[src/hw/gcm_pkg.sv]
// Purpose: shared constants and types for the glitch-free clock mux
// Assumes: APB3 slave, 32-bit data, 8-bit byte address
// Notes:   input clocks are far slower than the system clock
`default_nettype none

package gcm_pkg;

	// system clock rate
	localparam int unsigned CLK_HZ   = 20_000_000;

	// APB register byte addresses
	localparam int          ADDR_W   = 8;
	localparam logic [7:0]  ADDR_CTRL   = 8'h00;
	localparam logic [7:0]  ADDR_STAT   = 8'h04;
	localparam logic [7:0]  ADDR_MAP_LO = 8'h08;
	localparam logic [7:0]  ADDR_MAP_HI = 8'h0c;

	// control reset values (select comes from the boot pick)
	localparam logic        CTRL_EN_RST  = 1'b1;
	localparam logic        CTRL_BYP_RST = 1'b0;

	// status field positions
	localparam int          STAT_SRC  = 0;
	localparam int          STAT_GATE = 1;
	localparam int          STAT_PEND = 2;
	localparam int          STAT_OUT  = 3;
	localparam int          STAT_W    = 4;

	// region map: eight fields, one per byte, two words
	localparam int          REGION_CLKS = 8;
	localparam int          SEL_W       = 5;
	localparam int          FIELD_W     = 8;
	localparam int          FIELDS_WORD = 4;

	// control word, bits [3:0] of the control register
	typedef struct packed {
		logic byp_b;
		logic byp_a;
		logic enable;
		logic select;
	} gcm_ctrl_t;

	typedef enum {
		ST_RUN,
		ST_OLD,
		ST_NEW
	} gcm_state_t;

endpackage

`default_nettype wire

[src/hw/gcm_glitchless_clock_mux.sv]
// Purpose: glitchless_clock_mux with enable, edge bypass, region
//          clock selection and io_clock_buffer pass-through
// Assumes: clock_in_a/b and the global clock bus toggle far slower than
//          clock, so each is sampled through two flip-flops
// Notes:   the handover edge is the one that reaches the init level
// Function
// - stopped old clock blocks an edge switch
// - bypass drops glitch protection, no edge wait
// - both bypasses switch at once
// - wait old falling edge, then new one
// - enable low parks output after falling edge
// - eight region clocks from any global clock
// - io buffer passes its clock straight through
// - init level sets reset and handover level
// - new clock within three slower-clock cycles
`default_nettype none

module gcm_glitchless_clock_mux
	import gcm_pkg::*;
#(
	parameter logic INIT_OUT    = 1'b0,
	parameter logic BOOT_PICK_A = 1'b0,
	parameter logic BOOT_PICK_B = 1'b0,
	parameter int   NUM_GLOBAL  = 32
)
(
	// system
	input  wire logic                  clock,
	input  wire logic                  rst_b,
	// apb slave
	input  wire logic [ADDR_W-1:0]     paddr,
	input  wire logic                  psel,
	input  wire logic                  penable,
	input  wire logic                  pwrite,
	input  wire logic [31:0]           pwdata,
	output var  logic [31:0]           prdata,
	output      logic                  pready,
	output      logic                  pslverr,
	// muxed clocks
	input  wire logic                  clock_in_a,
	input  wire logic                  clock_in_b,
	output var  logic                  mux_clk_out,
	// region clock selection
	input  wire logic [NUM_GLOBAL-1:0] gclk_bus,
	output var  logic [REGION_CLKS-1:0] region_clk,
	// io clock buffer
	input  wire logic                  io_clk_in,
	output      logic                  io_clk_out
);

	// elaboration checks refuse settings the logic cannot serve
	if (BOOT_PICK_A && BOOT_PICK_B)
	begin : g_bad_pick
		$error("both boot picks set");
	end
	if (NUM_GLOBAL < 2 || NUM_GLOBAL > (1 << SEL_W))
	begin : g_bad_width
		$error("NUM_GLOBAL out of range");
	end

	gcm_ctrl_t          ctrl;
	gcm_state_t         st;
	gcm_state_t         next_st;
	logic               cur;
	logic               next_cur;
	logic               gate;
	logic               next_gate;
	logic               next_out;
	logic [1:0]         clk_meta;
	logic [1:0]         clk_sync;
	logic [1:0]         clk_prev;
	logic [NUM_GLOBAL-1:0] g_meta;
	logic [NUM_GLOBAL-1:0] g_sync;
	logic [SEL_W-1:0]   region_sel [REGION_CLKS];
	logic [63:0]        map_word;
	logic [STAT_W-1:0]  status;

	// bus decode
	wire acc      = psel & penable;
	wire wr       = acc & pwrite;
	wire hit_ctrl = (paddr == ADDR_CTRL);
	wire hit_stat = (paddr == ADDR_STAT);
	wire hit_lo   = (paddr == ADDR_MAP_LO);
	wire hit_hi   = (paddr == ADDR_MAP_HI);
	wire mapped   = hit_ctrl | hit_stat | hit_lo | hit_hi;
	wire [31:0] rd_data =
		hit_ctrl ? {28'h0000000, ctrl} :
		hit_stat ? {28'h0000000, status} :
		hit_lo   ? map_word[31:0] :
		hit_hi   ? map_word[63:32] : 32'h00000000;

	// zero-wait slave; read data is captured in the setup cycle
	assign pready  = 1'b1;
	assign pslverr = acc & ~mapped;

	always_ff @(posedge clock or negedge rst_b)
	begin
		if (!rst_b)
			prdata <= 32'h00000000;
		else if (psel && !penable)
			prdata <= rd_data;
	end

	// control register; a write steers the mux on the next edge
	always_ff @(posedge clock or negedge rst_b)
	begin
		if (!rst_b)
			ctrl <= '{byp_b: CTRL_BYP_RST, byp_a: CTRL_BYP_RST,
			          enable: CTRL_EN_RST, select: BOOT_PICK_B};
		else if (wr && hit_ctrl)
			ctrl <= gcm_ctrl_t'(pwdata[3:0]);
	end

	// two-flop synchronisers; only the second stage is read
	always_ff @(posedge clock or negedge rst_b)
	begin
		if (!rst_b)
		begin
			clk_meta <= {INIT_OUT, INIT_OUT};
			clk_sync <= {INIT_OUT, INIT_OUT};
			clk_prev <= {INIT_OUT, INIT_OUT};
			g_meta   <= '0;
			g_sync   <= '0;
		end
		else
		begin
			clk_meta <= {clock_in_b, clock_in_a};
			clk_sync <= clk_meta;
			clk_prev <= clk_sync;
			g_meta   <= gclk_bus;
			g_sync   <= g_meta;
		end
	end

	// per-source view: old is the running source, new the other one
	wire old_byp  = cur ? ctrl.byp_b : ctrl.byp_a;
	wire new_byp  = cur ? ctrl.byp_a : ctrl.byp_b;
	wire old_lvl  = clk_sync[cur];
	wire want_new = (ctrl.select != cur);
	// handover edge: the sampled clock reaches the init level
	wire old_hand = (clk_prev[cur] != INIT_OUT) &&
	                (clk_sync[cur] == INIT_OUT);
	wire new_hand = (clk_prev[~cur] != INIT_OUT) &&
	                (clk_sync[~cur] == INIT_OUT);
	wire old_done = old_byp | old_hand;
	wire new_done = new_byp | new_hand;

	// switch sequencer; a dead old clock never yields old_hand
	always_comb
	begin
		next_st  = st;
		next_cur = cur;
		case (st)
			ST_RUN:
			begin
				if (want_new && old_done && new_byp)
					next_cur = ~cur;
				else if (want_new && old_done)
					next_st = ST_NEW;
				else if (want_new)
					next_st = ST_OLD;
			end
			ST_OLD:
			begin
				if (!want_new)
					next_st = ST_RUN;
				else if (old_done && new_byp)
				begin
					next_cur = ~cur;
					next_st  = ST_RUN;
				end
				else if (old_done)
					next_st = ST_NEW;
			end
			ST_NEW:
			begin
				// completes even if select went back; run then returns
				if (new_done)
				begin
					next_cur = ~cur;
					next_st  = ST_RUN;
				end
			end
			default:
				next_st = ST_RUN;
		endcase
	end

	// enable takes effect at a handover edge of the source, or at once while that source is bypassed
	assign next_gate = (ctrl.enable != gate && old_done) ?
	                   ctrl.enable : gate;

	// output follows the source while running or waiting on the old edge, and gated on
	assign next_out = ((st == ST_RUN || st == ST_OLD) && gate) ?
	                  old_lvl : INIT_OUT;

	always_ff @(posedge clock or negedge rst_b)
	begin
		if (!rst_b)
		begin
			st          <= ST_RUN;
			cur         <= BOOT_PICK_B;
			gate        <= CTRL_EN_RST;
			mux_clk_out <= INIT_OUT;
		end
		else
		begin
			st          <= next_st;
			cur         <= next_cur;
			gate        <= next_gate;
			mux_clk_out <= next_out;
		end
	end

	assign status[STAT_SRC]  = cur;
	assign status[STAT_GATE] = gate;
	assign status[STAT_PEND] = (st != ST_RUN); // stuck here shows a dead clock
	assign status[STAT_OUT]  = mux_clk_out;

	// region map fields, one byte each, low bits hold the choice
	genvar gi;
	generate
		for (gi = 0; gi < REGION_CLKS; gi++)
		begin : g_region
			localparam int WB = (gi % FIELDS_WORD) * FIELD_W;
			wire hit = (gi < FIELDS_WORD) ? hit_lo : hit_hi;
			wire in_range = (int'(region_sel[gi]) < NUM_GLOBAL);
			assign map_word[gi*FIELD_W +: FIELD_W] =
				{{(FIELD_W-SEL_W){1'b0}}, region_sel[gi]};
			always_ff @(posedge clock or negedge rst_b)
			begin
				if (!rst_b)
				begin
					region_sel[gi] <= SEL_W'(gi);
					region_clk[gi] <= 1'b0;
				end
				else
				begin
					if (wr && hit)
						region_sel[gi] <= pwdata[WB +: SEL_W];
					region_clk[gi] <= in_range &&
					                  g_sync[region_sel[gi]];
				end
			end
		end
	endgenerate

	// io clock buffer: a plain wire, no enable and no divide
	assign io_clk_out = io_clk_in;
endmodule

`default_nettype wire

[config.mk]
export PLATFORM = sky130hd
export DESIGN_NAME = gcm_glitchless_clock_mux
export DESIGN_NICKNAME = d
export VERILOG_FILES = /design/src/hw/gcm_pkg.sv /design/src/hw/gcm_glitchless_clock_mux.sv
export SDC_FILE = /design/constraint.sdc
export NUM_CORES = 1
export LEC_CHECK = 0
export ABC_AREA = 1
export BUFFER_PORTS_ARGS = -buffer_cell sky130_fd_sc_hd__clkbuf_2
export CORE_MARGIN = 1
export CORE_UTILIZATION = 23
export CTS_CLUSTER_DIAMETER = 30
export DETAILED_ROUTE_END_ITERATION = 7
export PLACE_DENSITY = 0.46
export REMOVE_ABC_BUFFERS = 1
export SETUP_SLACK_MARGIN = 0.5
export SYNTH_ARGS = -nofsm -noshare
export SYNTH_HDL_FRONTEND = slang
export SYNTH_SLANG_ARGS = --single-unit
[constraint.sdc]
create_clock -name clock -period 1.3 [get_ports clock]
set_input_delay 0.195 -clock clock [delete_from_list [all_inputs] [get_ports clock]]
set_output_delay 0.195 -clock clock [all_outputs]
set_load 0.05 [all_outputs]
==> metrics.cfg <==
[run_status]
status = complete, but fails checks
violations = negative setup slack

[placed_design]
hpwlAfterDp_mm = 18.7
gp_congestion = 0.856
portBuffers = 96
dpl_cell_area_mm2 = 0.00968

[sta]
drv_slew = 0
whs_ns = 0.0179
skew_ns = 0.00788
rsz0062_at_grt = yes
worst_pin_slew_ns = 0.674
fmax_mhz = 726
fin_crit_ns = 1.38
maxSlewHeadroom_pct = 54.9
finalCritPeriodShare_pct = 106
setup_violations = 8
setup_slack_ns = -0.0776
hold_violations = 0

[logic_synthesis]
ys.flop_type = dfrtp_1
synth_seq_cells = 147
synth.avg_cell_area_um2 = 7.12
synth_most_common_cell = nand2_1
yosysUniqueCellTypes = 28
synth_edf_count = 0
synth_common_cells = 479 x nand2_1, 241 x nand3_1, 133 x dfrtp_1, 52 x buf_2, 42 x inv_1
synth_top_area_cell = dfrtp_1
synthCells = 1126
synthTopCellsByArea = dfrtp_1 41%, nand2_1 22%, nand3_1 15%, dfstp_2 4.6%, buf_2 3.2%
async_flop_share_pct = 100
ys_seq_area_share_pct = 46.1
ys.warnings.count = 0
syn_area_mm2 = 0.00802
synth_top_area_share_pct = 41.5

[clock_network]
insertion_delay_ns = 0.43
cts_tree = built
cts_buffers = 17
clock_path_buffers = 2
ctsHtreeMaxLevel = 4
cts_root_buffer = clkbuf_16
clk_transition_reported_paths_ns = 0.07
cts.sinks = 147

[global_routing]
grt_pass1_wl_mm = 46.6
first_global_vias = 8391
antenna_found_initial = 0
grtUsageTotal_pct = 17.0
grt_max_degree = 61
gr-total-overflow = 0

[setup_path]
critPathRequiredTime_ns = 1.67
setup.worst_path.start = map_word[8]
end_kind = flip-flop
cp-endpoint = region_clk[1]
reg2reg_slack_ns = -0.08
critical_path_arrival_ns = 1.75
cp_max_fo = 16
regToRegStartpoint = map_word[8]
cp-start-kind = flip-flop
r2r_cells = 9
r2r_end = region_clk[1]
critPathKind = reg -> reg

[routing]
vias_per_cell = 4.67
dr.pass1.iters = 5
wl_per_cell_um = 17.1
vias = 8558
drtIter0Drc = 679
drc = 0
routed_wl_mm = 31.3
drtAntennaViolNets = 0

[floorplan]
die-area_mm2 = 0.0356
fp-row-count = 68
chipWidth_um = 189
initial_utilization_pct = 23.3
pin_count = 124
core-area_mm2 = 0.0345
dieHeight_um = 189

[job]
maxCapViolCount = 0

[layout]
drive_gt1_share_pct = 43.0
diodes = 0
layout.nets = 1443
final_area_mm2 = 0.0132
area_growth_pct = 64.7

[power]
p_leak_uw = 0.00630
fin_total_pwr_uw = 13200
irDropWorstVdd_v = 0.000897
power_density_mw_per_mm2 = 998

[worst_hold_path]
hold_path.startpoint = pwdata[25]
holdCritPathClass = in -> reg

cells in the final DEF (no fill, tap or decap), types with 4 or more instances in the layout:
master | synthesis | routed
a21oi_2 | 0 | 7
buf_12 | 0 | 35
buf_16 | 0 | 4
buf_4 | 18 | 56
buf_6 | 3 | 46
buf_8 | 0 | 39
clkbuf_16 | 0 | 23
clkbuf_2 | 0 | 62
clkinv_4 | 0 | 9
clkinvlp_4 | 0 | 4
conb_1 | 2 | 13
dfrtp_1 | 133 | 115
dfrtp_2 | 0 | 18
dfstp_2 | 14 | 14
dlygate4sd3_1 | 0 | 49
inv_1 | 42 | 30
inv_2 | 12 | 10
inv_4 | 0 | 9
inv_6 | 0 | 8
inv_8 | 0 | 6
nand2_1 | 479 | 389
nand2_2 | 2 | 70
nand2_4 | 1 | 23
nand3_1 | 241 | 152
nand3_2 | 0 | 87
nor2_1 | 14 | 5
nor2_4 | 1 | 10
o21ai_1 | 26 | 21
o21ai_2 | 0 | 32
flip-flops by register name, indices dropped and copies added (netlist names):
signal / flops
clk_meta: 2
clk_prev: 2
clk_sync: 2
ctrl: 4
cur: 1
g_meta: 32
g_sync: 32
gate: 1
map_word: 40
mux_clk_out: 1
prdata: 20
region_clk: 8
st: 2
worst min-delay path by stage:
stage          cells after the start  slack [ns]           end
2_1_floorplan                      0       -0.10   clk_meta[0]
3_3_place_gp                       1        0.02    prdata[20]
3_5_place_dp                       1        0.02    prdata[20]
4_1_cts                            3       0.002  map_word[25]
5_1_grt                            3       0.002  map_word[25]
6_report                           3        0.02  map_word[25]
layout make-up:
type / count / area [µm²]
fill: 3526 / 21200
multi-input combinational: 834 / 4670
sequential: 147 / 3720
timing repair buffer: 297 / 3290
tap: 455 / 569
clock buffer: 17 / 425
inverter: 62 / 323
clock inverter: 15 / 188
timing repair inverter: 4 / 28.8
repair_timing:
action                     in CTS  in global routing
resized for setup             325                207
hold endpoints to repair      131                 77
hold buffers                   49                  1
gates cloned                   13                  8
setup endpoints to repair     103                254
pin swaps                     106                 80
buffers inserted               34                 12
stage by stage:
step / util (%) / setup WS (ns) / instances / TNS [ns]
finish: 38.3 / -0.0776 / 1831 / -0.292
global route: 38.3 / -0.142 / 1831 / -1.94
CTS: 35.7 / -0.0528 / 1811 / -0.211
detailed placement: 28.1 / -0.114 / 1683 / -4.34
global placement: 28.1 / -0.106 / 1683 / -3.92
floorplan: - / -0.656 / 1043 / -18.21
worst max-delay path, stage by stage (launching register included):
cell	delay [ns]
dfstp_2	0.59
buf_12	0.15
nand2_1	0.06
nand3_1	0.07
nand3_1	0.11
nand2_2	0.10
nand2_1	0.06
nand2_1	0.07
nand2_1	0.05
nand2_1	0.06
report_power, final:
| part | switching [µW] | internal, µW | leakage, µW |
|---|---|---|---|
| clock network | 2270 | 2920 | 0.000292 |
| logic | 1590 | 1300 | 0.00437 |
| registers | 284 | 4820 | 0.00165 |
| total | 4150 | 9040 | 0.00630 |
layer usage:
metal  global-route usage [%]  up-vias  wire length (µm)
li1                         -     4063                 -
met1                     22.3     4113             13300
met2                     27.4      319             15000
met3                     3.15       63              1870
met4                     6.89        0              1180
met5                        0        -                 0
cell families after synthesis:
logic type      synth area share, %
simple gates                   39.8
compound gates                 4.84
buf+inv                        9.24
other cells                  0.0936
flops                          46.1
No activity file was read; power rests on OpenSTA's default activity.
